### src/mua_pkg.sv
// constants and types for the management user access block
package mua_pkg;

   // slots, widths
   localparam int unsigned N_SLOTS       = 2;
   localparam int unsigned ADDR_W        = 5;

   // register byte offsets
   localparam logic [4:0]  OFS_CTRL      = 5'h00;
   localparam logic [4:0]  OFS_RAW       = 5'h04;
   localparam logic [4:0]  OFS_MASKED    = 5'h08;
   localparam logic [4:0]  OFS_MSET      = 5'h0C;
   localparam logic [4:0]  OFS_MCLR      = 5'h10;
   localparam logic [4:0]  OFS_SLOT0     = 5'h14;
   localparam logic [4:0]  OFS_STRIDE    = 5'h04;

   // access slot fields
   localparam int unsigned GO_BIT        = 31;
   localparam int unsigned DIR_BIT       = 30;
   localparam int unsigned ACK_BIT       = 29;
   localparam int unsigned REG_HI        = 25;
   localparam int unsigned REG_LO        = 21;
   localparam int unsigned PHY_HI        = 20;
   localparam int unsigned PHY_LO        = 16;
   localparam int unsigned DATA_HI       = 15;
   localparam logic [31:0] RESV_MASK     = 32'h1C00_0000;

   // control register fields
   localparam int unsigned CTRL_EN_BIT   = 0;
   localparam int unsigned CTRL_BUSY_BIT = 1;

   // reset values
   localparam logic [31:0] SLOT_RST      = 32'h0000_0000;
   localparam logic [1:0]  MASK_RST      = 2'h0;
   localparam logic [1:0]  RAW_RST       = 2'h0;
   localparam logic        EN_RST        = 1'b0;

   // serial frame layout, bit indices in send order
   localparam logic [31:0] PREAMBLE      = 32'hFFFF_FFFF;
   localparam logic [1:0]  START_CODE    = 2'h1;
   localparam logic [1:0]  OP_WR         = 2'h1;
   localparam logic [1:0]  OP_RD         = 2'h2;
   localparam logic [1:0]  TA_WR         = 2'h2;
   localparam logic [1:0]  TA_RD         = 2'h3;
   localparam logic [5:0]  TA1_IDX       = 6'h2E;
   localparam logic [5:0]  TA2_IDX       = 6'h2F;
   localparam logic [5:0]  DATA0_IDX     = 6'h30;
   localparam logic [5:0]  LAST_IDX      = 6'h3F;

   typedef enum logic {MUA_IDLE, MUA_RUN} mua_state_t;

endpackage : mua_pkg

### src/mua_top.sv
// management user access slots, completion interrupts and serial engine
`timescale 1ns/1ns

// What this block does
// - masked bit is completion and mask both set
// - write 1 clears masked bit, 0 ignored
// - mask set write 1 enables slot interrupt
// - mask 0 keeps slot interrupt low
// - mask clear write 1 disables slot interrupt
// - launch bit starts transfer when engine free
// - launch write ignored while engine disabled
// - launch bit self clears at completion
// - slot writes blocked while launch bit set
// - direction bit selects write or read
// - acknowledge bit set when phy acknowledges read
// - bits 25-21 select phy register
// - bits 20-16 select target phy
// - data written, or loaded from read
// - bits 28-26 reserved, read zero
// - raw completion bit set, write 1 or read of raw register clears
module mua_top #(
   parameter int unsigned N_SLOTS = mua_pkg::N_SLOTS
) (
   input  wire logic        clk,
   input  wire logic        rst_b,
   input  wire logic        ce,
   input  wire logic [4:0]  avs_address,
   input  wire logic        avs_read,
   input  wire logic        avs_write,
   input  wire logic [31:0] avs_writedata,
   input  wire logic [3:0]  avs_byteenable,
   output logic      [31:0] avs_readdata,
   output logic             avs_waitrequest,
   input  wire logic        mdc,
   input  wire logic        mdio_i,
   output logic             mdio_o,
   output logic             mdio_oe,
   output logic             irq
);

   // bus slave state
   logic                wait_q;
   logic [31:0]         rdata_q;
   logic                irq_q;
   logic                en_q;
   logic [N_SLOTS-1:0]  raw_q;
   logic [N_SLOTS-1:0]  raw_d;
   logic [N_SLOTS-1:0]  mask_q;
   logic [N_SLOTS-1:0]  mask_d;
   logic [31:0]         slot_q [N_SLOTS];
   logic [31:0]         slot_d [N_SLOTS];

   // link synchronisers and engine state
   logic                mdc_s1_q;
   logic                mdc_s2_q;
   logic                mdc_s3_q;
   logic                mdi_s1_q;
   logic                mdi_s2_q;
   mua_pkg::mua_state_t state_q;
   logic [5:0]          cnt_q;
   logic [63:0]         sh_q;
   logic                cur_q;
   logic                mdo_q;
   logic                oe_q;
   logic                done_q;
   logic                ack_q;
   logic [15:0]         rx_q;

   // bus decode
   wire                 req        = avs_read | avs_write;
   wire                 acc        = ce & req & ~wait_q;
   wire                 acc_wr     = acc & avs_write;
   wire                 acc_rd     = acc & avs_read;
   wire                 hit_ctrl   = avs_address == mua_pkg::OFS_CTRL;
   wire                 hit_raw    = avs_address == mua_pkg::OFS_RAW;
   wire                 hit_masked = avs_address == mua_pkg::OFS_MASKED;
   wire                 hit_mset   = avs_address == mua_pkg::OFS_MSET;
   wire                 hit_mclr   = avs_address == mua_pkg::OFS_MCLR;
   wire [31:0]          wmask      = {{8{avs_byteenable[3]}}, {8{avs_byteenable[2]}},
                                      {8{avs_byteenable[1]}}, {8{avs_byteenable[0]}}};
   wire [31:0]          wd         = avs_writedata & wmask;
   logic [N_SLOTS-1:0]  hit_slot;
   logic [N_SLOTS-1:0]  done_vec;
   logic [N_SLOTS-1:0]  go_vec;

   // per-slot decode
   genvar gi;
   generate
      for (gi = 0; gi < N_SLOTS; gi++) begin : g_slot
         assign hit_slot[gi] = avs_address == 5'(mua_pkg::OFS_SLOT0 + mua_pkg::OFS_STRIDE * gi);
         assign done_vec[gi] = done_q & (cur_q == 1'(gi));
         assign go_vec[gi]   = slot_q[gi][mua_pkg::GO_BIT];
      end
   endgenerate

   // interrupt bits
   wire [N_SLOTS-1:0]   masked_w   = raw_q & mask_q;
   wire [N_SLOTS-1:0]   w1c_raw    = (acc_wr & (hit_raw | hit_masked)) ? wd[N_SLOTS-1:0] : '0;
   wire [N_SLOTS-1:0]   rc_raw     = (acc_rd & hit_raw) ? '1 : '0;
   wire [N_SLOTS-1:0]   mset_w     = (acc_wr & hit_mset) ? wd[N_SLOTS-1:0] : '0;
   wire [N_SLOTS-1:0]   mclr_w     = (acc_wr & hit_mclr) ? wd[N_SLOTS-1:0] : '0;
   assign raw_d  = (raw_q & ~(w1c_raw | rc_raw)) | done_vec;
   assign mask_d = (mask_q | mset_w) & ~mclr_w;

   // engine selection, slot 0 first
   wire                 any_go     = |go_vec;
   wire                 sel        = ~go_vec[0];
   wire [31:0]          sel_slot   = slot_q[sel];
   wire                 sel_wr     = sel_slot[mua_pkg::DIR_BIT];
   wire                 cur_wr     = slot_q[cur_q][mua_pkg::DIR_BIT];
   wire                 mdc_rise   = mdc_s2_q & ~mdc_s3_q;
   wire                 mdc_fall   = ~mdc_s2_q & mdc_s3_q;
   wire [5:0]           cnt_nx     = 6'(cnt_q + 6'h01);
   wire [63:0]          frame      = {mua_pkg::PREAMBLE, mua_pkg::START_CODE,
                                      sel_wr ? mua_pkg::OP_WR : mua_pkg::OP_RD,
                                      sel_slot[mua_pkg::PHY_HI:mua_pkg::PHY_LO],
                                      sel_slot[mua_pkg::REG_HI:mua_pkg::REG_LO],
                                      sel_wr ? mua_pkg::TA_WR : mua_pkg::TA_RD,
                                      sel_wr ? sel_slot[mua_pkg::DATA_HI:0] : 16'hFFFF};

   // slot next values
   always_comb begin
      logic [31:0] mrg;
      mrg = '0;
      for (int i = 0; i < N_SLOTS; i++) begin
         slot_d[i] = slot_q[i];
         mrg = (slot_q[i] & ~wmask) | wd;
         if (acc_wr & hit_slot[i] & ~slot_q[i][mua_pkg::GO_BIT]) begin
            slot_d[i] = mrg & ~mua_pkg::RESV_MASK;
            slot_d[i][mua_pkg::GO_BIT] = en_q & wd[mua_pkg::GO_BIT];
         end
         if (done_vec[i]) begin
            slot_d[i][mua_pkg::GO_BIT] = 1'b0;
            if (!slot_q[i][mua_pkg::DIR_BIT]) begin
               slot_d[i][mua_pkg::ACK_BIT] = ack_q;
               slot_d[i][mua_pkg::DATA_HI:0] = rx_q;
            end
         end
      end
   end

   // read data selection
   logic [31:0] rmux;
   always_comb begin
      rmux = 32'h0000_0000;
      if (hit_ctrl) begin
         rmux[mua_pkg::CTRL_EN_BIT]   = en_q;
         rmux[mua_pkg::CTRL_BUSY_BIT] = state_q == mua_pkg::MUA_RUN;
      end
      if (hit_raw) rmux[N_SLOTS-1:0] = raw_q;
      if (hit_masked) rmux[N_SLOTS-1:0] = masked_w;
      if (hit_mset | hit_mclr) rmux[N_SLOTS-1:0] = mask_q;
      for (int i = 0; i < N_SLOTS; i++) begin
         if (hit_slot[i]) rmux = slot_q[i];
      end
   end

   // bus handshake, one wait cycle
   always_ff @(posedge clk or negedge rst_b) begin
      if (!rst_b) begin
         wait_q  <= 1'b1;
         rdata_q <= 32'h0000_0000;
      end else if (ce) begin
         wait_q <= ~(wait_q & req);
         if (wait_q & avs_read) rdata_q <= rmux;
      end
   end

   // control and interrupt registers
   always_ff @(posedge clk or negedge rst_b) begin
      if (!rst_b) begin
         en_q   <= mua_pkg::EN_RST;
         raw_q  <= mua_pkg::RAW_RST;
         mask_q <= mua_pkg::MASK_RST;
         irq_q  <= 1'b0;
      end else if (ce) begin
         if (acc_wr & hit_ctrl & avs_byteenable[0]) en_q <= avs_writedata[mua_pkg::CTRL_EN_BIT];
         raw_q  <= raw_d;
         mask_q <= mask_d;
         irq_q  <= |(raw_d & mask_d);
      end
   end

   // access slots
   always_ff @(posedge clk or negedge rst_b) begin
      if (!rst_b) begin
         for (int i = 0; i < N_SLOTS; i++) slot_q[i] <= mua_pkg::SLOT_RST;
      end else if (ce) begin
         for (int i = 0; i < N_SLOTS; i++) slot_q[i] <= slot_d[i];
      end
   end

   // link synchronisers
   always_ff @(posedge clk or negedge rst_b) begin
      if (!rst_b) begin
         mdc_s1_q <= 1'b1;
         mdc_s2_q <= 1'b1;
         mdc_s3_q <= 1'b1;
         mdi_s1_q <= 1'b1;
         mdi_s2_q <= 1'b1;
      end else if (ce) begin
         mdc_s1_q <= mdc;
         mdc_s2_q <= mdc_s1_q;
         mdc_s3_q <= mdc_s2_q;
         mdi_s1_q <= mdio_i;
         mdi_s2_q <= mdi_s1_q;
      end
   end

   // serial engine: drive on falling, sample on rising
   always_ff @(posedge clk or negedge rst_b) begin
      if (!rst_b) begin
         state_q <= mua_pkg::MUA_IDLE;
         cnt_q   <= 6'h00;
         sh_q    <= 64'h0;
         cur_q   <= 1'b0;
         mdo_q   <= 1'b1;
         oe_q    <= 1'b0;
         done_q  <= 1'b0;
         ack_q   <= 1'b0;
         rx_q    <= 16'h0000;
      end else if (ce) begin
         done_q <= 1'b0;
         case (state_q)
            mua_pkg::MUA_IDLE: begin
               if (en_q & any_go & mdc_fall) begin
                  cur_q   <= sel;
                  sh_q    <= {frame[62:0], 1'b0};
                  mdo_q   <= frame[63];
                  oe_q    <= 1'b1;
                  cnt_q   <= 6'h00;
                  ack_q   <= 1'b0;
                  state_q <= mua_pkg::MUA_RUN;
               end
            end
            mua_pkg::MUA_RUN: begin
               if (mdc_fall & (cnt_q != mua_pkg::LAST_IDX)) begin
                  cnt_q <= cnt_nx;
                  mdo_q <= sh_q[63];
                  sh_q  <= {sh_q[62:0], 1'b0};
                  oe_q  <= cur_wr | (cnt_nx < mua_pkg::TA1_IDX);
               end else if (mdc_rise) begin
                  if (!cur_wr & (cnt_q == mua_pkg::TA2_IDX)) ack_q <= ~mdi_s2_q;
                  if (!cur_wr & (cnt_q >= mua_pkg::DATA0_IDX)) rx_q <= {rx_q[14:0], mdi_s2_q};
                  if (cnt_q == mua_pkg::LAST_IDX) begin
                     done_q  <= 1'b1;
                     oe_q    <= 1'b0;
                     mdo_q   <= 1'b1;
                     state_q <= mua_pkg::MUA_IDLE;
                  end
               end
            end
            default: state_q <= mua_pkg::MUA_IDLE;
         endcase
      end
   end

   assign avs_readdata    = rdata_q;
   assign avs_waitrequest = wait_q;
   assign mdio_o          = mdo_q;
   assign mdio_oe         = oe_q;
   assign irq             = irq_q;

   wire s0_wr_acc = acc_wr & hit_slot[0];
   wire s0_go     = slot_q[0][mua_pkg::GO_BIT];
   wire s1_wr_acc = acc_wr & hit_slot[1];
   wire s1_go     = slot_q[1][mua_pkg::GO_BIT];
   wire unmapped  = ~(hit_ctrl | hit_raw | hit_masked | hit_mset | hit_mclr | (|hit_slot));

   // detected falling edges inside a frame, for the bit count check
   logic [6:0] fall_cnt_q;
   always_ff @(posedge clk or negedge rst_b) begin
      if (!rst_b) begin
         fall_cnt_q <= 7'h00;
      end else if (ce) begin
         if (state_q == mua_pkg::MUA_IDLE) fall_cnt_q <= 7'h00;
         else if (mdc_fall) fall_cnt_q <= 7'(fall_cnt_q + 7'h01);
      end
   end
endmodule : mua_top

### config.mk
export PLATFORM = sky130hd
export DESIGN_NAME = mua_top
export DESIGN_NICKNAME = d
export VERILOG_FILES = /design/src/mua_pkg.sv /design/src/mua_top.sv
export SDC_FILE = /design/constraint.sdc
export NUM_CORES = 1
export LEC_CHECK = 0
export BUFFER_PORTS_ARGS = -buffer_cell sky130_fd_sc_hd__buf_2
export CAP_MARGIN = 20
export CORE_ASPECT_RATIO = 0.9
export CORE_UTILIZATION = 40
export CTS_CLUSTER_DIAMETER = 120
export DETAILED_ROUTE_END_ITERATION = 10
export GPL_TIMING_DRIVEN = 0
export PLACE_DENSITY = 0.62
export SYNTH_ARGS = -nofsm -noshare
export SYNTH_HDL_FRONTEND = slang
export SYNTH_SLANG_ARGS = --single-unit
### constraint.sdc
create_clock -name clk -period 3.41 [get_ports clk]
set_input_delay 0.682 -clock clk [delete_from_list [all_inputs] [get_ports clk]]
set_output_delay 0.682 -clock clk [all_outputs]
set_load 0.02 [all_outputs]
Word-level counts from Yosys, hierarchy flattened --
Index checks and enable logic that the tools add are counted.
Storage, ports and cells: register bits 194, input port bits 48, output and inout port bits 36, logic and storage cells 181
Operators by class: add/sub/neg operators 1, order comparisons 4, equal/unequal tests 16, muxes and demuxes 60, bitwise gates (word level) 57, reduce and logical (&&, ||, !) cells 17
Operator list (number):
- 31-bit 2-to-1 mux | 6
- 32-bit 2-to-1 mux | 4
- 64-bit 2-to-1 mux | 2
- 64-bit one-hot mux with 2 select lines | 1
- 16-bit 2-to-1 mux | 5
- 31-bit AND | 2
- 31-bit OR | 2
- 32-bit AND | 1
- 31-bit NOT | 1
- 1-bit AND | 26
- 1-bit 2-to-1 mux | 26
- 2-bit 2-to-1 mux | 9
- 5-bit equality test (second input constant) | 3
- 6-bit equality test (second input constant) | 2
- 6-bit 2-to-1 mux | 2
- 6-bit one-hot mux with 2 select lines | 1
- 2-bit AND reduction | 6
- 5-bit by 4-bit equality test with 1-bit output (second input constant) | 2
- 1-bit NOT | 10
- 5-bit AND reduction | 2
- 2-bit AND | 4
- 1-bit one-hot mux with 2 select lines | 4
- 6-bit by 1-bit adder with 6-bit output (second input constant) | 1
- 6-bit greater-or-equal comparator (second input constant) | 1
- other kinds (17) | 32

Logic depth before layout (Yosys ltp) --
depth after elaboration 12, mapped depth 8

Least setup slack after synthesis --
No wires, ideal clock.
kind input to register, from in avs_address[3], to reg irq_q, in the netlist irq, arrival time 2133 ps, required time 3284 ps, slack 1151 ps, stages on the path 6, buffers on the path 1, cells stage by stage buf_2 -> or4_1 -> nor4_1 -> o31ai_1 -> a221oi_1 -> nor2_1
Between the ends: word-level cells in the longest chain between the ends 10, elaborated cells between the ends (all ways) 22, those cells by class 4 x eq/ne; 4 x mux; 13 x bitwise; 1 x reduce/logical
Ends and longest elaborated chain:
- start: declaration | line mua_top.sv:27 | input wire logic [4:0] avs_address,
- 5-bit by 3-bit equality test with 1-bit output / 5-bit by 4-bit equality test with 1-bit output (equally long branches) | line mua_top.sv:75, mua_top.sv:76
- 1-bit OR | line mua_top.sv:98 | wire [N_SLOTS-1:0] w1c_raw = (acc_wr & (hit_raw | hit_masked)) ? wd[N_SLOTS-1:0] : '0;
- 1-bit AND | line mua_top.sv:98
- 2-bit 2-to-1 mux | line mua_top.sv:98
- 2-bit OR | line mua_top.sv:102 | assign raw_d = (raw_q & ~(w1c_raw | rc_raw)) | done_vec;
- 2-bit NOT | line mua_top.sv:102
- 2-bit AND | line mua_top.sv:102
- 2-bit OR | line mua_top.sv:102
- 2-bit AND * | line mua_top.sv:180 | irq_q <= |(raw_d & mask_d);
- 2-bit OR reduction * | line mua_top.sv:180
- end signal: assignment | line mua_top.sv:180
- end: declaration | line mua_top.sv:44 | logic irq_q;
Every way passes the cells marked *; elsewhere a longest branch is shown, timed or not. A chain may end at the register's enable or synchronous reset.

Final worst setup path --
from reg cnt_q[0], to reg sh_q[16]
Between the ends: word-level cells in the longest chain between the ends 4
Ends and longest elaborated chain:
- start: declaration | line mua_top.sv:60 | logic [5:0] cnt_q;
- start signal: assignment | line mua_top.sv:238 | cnt_q <= cnt_nx;
- 6-bit != test | line mua_top.sv:237 | if (mdc_fall & (cnt_q != mua_pkg::LAST_IDX)) begin
- 1-bit AND | line mua_top.sv:237
- 2-bit by 1-bit != test with 1-bit output (no line)
- 3-bit AND reduction (no line)
- end signal: assignment | line mua_top.sv:228 | sh_q <= {frame[62:0], 1'b0};
- end signal: assignment | line mua_top.sv:240 | sh_q <= {sh_q[62:0], 1'b0};
- end: declaration | line mua_top.sv:61 | logic [63:0] sh_q;
Every way passes these cells.

==> flow_summary.yaml <==
status:
  status: "finished, final reports clean"
route:
  wirelength_microns: 21800
  drc: 0
  wire_per_inst_microns: 18.5
  vias: 6542
  drtIter0Drc: 501
  dr.pass1.iters: 5
  drt-vias-per-instance: 5.53
  final_antenna_net_count: 0
timing:
  skew_ns: 0.00917
  setup_viol: 0
  worst_hold_slack_ns: 0.244
  worst_pin_slew_ns: 0.815
  relSlewSlack: 0.456
  hold_viol: 0
  timing.final.ws_setup_ns: 0.794
  final.setup.tns_ns: 0
  rsz0062_at_grt: "false"
  fmaxAchievable_ghz: 0.382
  fin_crit_sh: 0.767
  drv_slew: 0
  period_minus_slack_ns: 2.62
worst_setup_path:
  cp_max_fo: 10
  path_depth: 7
  critPathCaptureType: "flop"
  critical_path.top_delay_family: "buffers and inverters"
  rrSetupSlack_ns: 0.79
  worstSetupEndpoint: "sh_q[16]$_DFFE_PN0P_"
  max_stage_delay_ns: 0.50
  r2r_cells: 7
  worst_r2r_endpoint: "sh_q[16]$_DFFE_PN0P_"
  crit_buf_inv: 2
  startpoint_type: "flop"
  crit_type: "reg2reg"
  crit_arrival_ns: 2.91
  slowest_stage: "clkbuf_1"
  critPathLaunch: "cnt_q[0]$_DFFE_PN0P_"
  crit_chain: "ha_1 > and4_1 > a21oi_1 > o21ai_0 > clkbuf_1 > clkbuf_1 > o21ai_0"
  required_ns: 3.70
  worstReg2RegStart: "cnt_q[0]$_DFFE_PN0P_"
logic_synthesis:
  syn_inst: 786
  synth_top_area_share: 0.531
  seq_area_frac_synth: 0.553
  synth_area_leaders: "dfrtp_1 53%, mux2_2 8.0%, o21ai_0 5.1%, o22a_1 3.5%, nand2_1 3.4%"
  async_reset_ff_frac: 1.00
  avgSynthCellArea_sq_um: 11.0
  ys_warn_count: 0
  yosysTopAreaCell: "dfrtp_1"
  synth-edff-count: 0
  ys_seq_elements: 190
  ys_types: 66
  syn-cell-area_sq_mm: 0.00862
  synth_flop_cell: "dfrtp_1"
power_and_ir_drop:
  p_comb_frac: 0.124
  power.density_mw_per_mm2: 557
  clockPowerShare: 0.382
  netSwitchingPower_mw: 1.41
  ir_drop_mv: 0.292
  switching_share: 0.252
  p_int_mw: 4.17
  p_leak_nw: 4.31
  seqPwrFrac: 0.495
place:
  dp_slack_ns: 0.727
  portBuffers: 75
  place_area_sq_mm: 0.00940
  post-place-cells: 1150
  hpwl_microns: 14900
  gp_congestion: 0.891
floorplan:
  fp-row-count: 50
  initial_utilization: 0.411
  die_width_microns: 157
  ios: 84
  die-area_sq_mm: 0.0221
  core_sq_mm: 0.0210
  die_h_microns: 141
clocking:
  cts.sinks: 190
  htreeDepth: 4
  post_cts_buffers: 0
  numCtsBuffers: 17
  cts_tree: "yes"
  clk_latency_ns: 0.43
  post_cts_resized: 0
  holdBufCountCts: 0
  clock_path_buffers: 2
  cts-root-buf: "clkbuf_16"
  path_clk_slew_ns: 0.07
layout:
  syn_to_final_growth_pct: 16.3
  drive_gt1_frac: 0.249
  final_nets: 932
  fin_cells: 1182
  n_fill_cell: 1959
  antennaDiodeCount: 0
  final_area_sq_mm: 0.0100
  final_cell_mix: "183 x dfrtp_1, 89 x buf_2, 87 x o21ai_0, 78 x nand2_1, 61 x mux2_2"
  final_common_cell: "dfrtp_1"
global_routing:
  grt-ovfl-total: 0
  grt_first_pass_wirelength_microns: 34700
  track_usage: 0.207
  antenna_found_initial: 0
  grt_max_degree: 109
  grt_pass1_vias: 6202
hold_path:
  hold_class: "in2async"
run:
  drv_cap: 0
per-stage QoR:
| stage | util | power [mW] |
|---|---|---|
| floorplan | - | 3.23 |
| global placement | 0.447 | 3.47 |
| detailed placement | 0.448 | 3.49 |
| CTS | 0.478 | 5.63 |
| global route | 0.478 | 5.83 |
| finish | 0.478 | 5.58 |
cells by family (layout without fill, tap and decap cells):
kind of cell,count (synthesis),count (layout),share of synthesized area
and+or+nand+nor,214,214,0.126
DFF,190,190,0.553
buffers and inverters,63,171,0.0318
AOI/OAI and AO/OA,239,239,0.188
other,1,3,0.000435
adders and majority gates,1,1,0.00145
muxes,75,75,0.0960
xor gates and xnor gates,3,3,0.00305
power groups by stage:
stage,combinational [mW],sequential (mW),clock (mW)
6_report,0.689,2.76,2.13
5_1_grt,0.773,2.80,2.26
4_1_cts,0.696,2.76,2.17
3_5_place_dp,0.695,2.80,0
3_3_place_gp,0.673,2.79,0
2_1_floorplan,0.470,2.76,0
worst min-delay path by stage:
stage	startpoint	end	depth (start not counted)
global placement	avs_readdata[30]$_DFFE_PN0P_	avs_readdata[30]$_DFFE_PN0P_	2
CTS	rst_b	avs_readdata[22]$_DFFE_PN0P_	1
detailed placement	sh_q[4]$_DFFE_PN0P_	sh_q[4]$_DFFE_PN0P_	2
finish	rst_b	avs_readdata[19]$_DFFE_PN0P_	1
global route	rst_b	avs_readdata[22]$_DFFE_PN0P_	1
floorplan	rst_b	asynchronous set/reset pin	0
synthesized netlist by cell type, types with 5 or more instances:
| cell type | n |
|---|---|
| nand2b_1 | 6 |
| a22oi_1 | 27 |
| inv_1 | 9 |
| o221a_2 | 15 |
| nor2_1 | 56 |
| clkbuf_1 | 30 |
| nand2_1 | 78 |
| buf_4 | 5 |
| o22ai_1 | 20 |
| dfrtp_1 | 183 |
| or3_1 | 30 |
| buf_2 | 15 |
| o21ai_0 | 87 |
| mux2i_1 | 14 |
| nand3_1 | 5 |
| a21oi_1 | 20 |
| mux2_2 | 61 |
| o31ai_1 | 5 |
| o22a_1 | 34 |
| dfstp_2 | 7 |
layout make-up:
type | instances | area (sq um) | area share
Clock inverter | 10 | 161 | 0.0161
Clock buffer | 22 | 464 | 0.0463
Timing Repair Buffer | 76 | 413 | 0.0412
Tap cell | 286 | 358 | 0.0357
Sequential cell | 190 | 4760 | 0.475
Buffer | 54 | 240 | 0.0240
Inverter | 9 | 33.8 | 0.00337
Multi-Input combinational cell | 535 | 3590 | 0.358
routing by layer:
layer	up-vias	share of wire	GRT usage
met5	-	0	0
met4	0	0.0096	0.0501
met3	12	0.067	0.0565
met2	217	0.43	0.297
met1	3243	0.50	0.306
li1	3070	-	-
worst reg2reg max path, cell delays in order, from the launching register on:
cell      delay (ns)
dfrtp_1         0.41
ha_1            0.29
and4_1          0.31
a21oi_1         0.15
o21ai_0         0.25
clkbuf_1        0.50
clkbuf_1        0.40
o21ai_0         0.16
No activity file was read; power rests on OpenSTA's default activity.
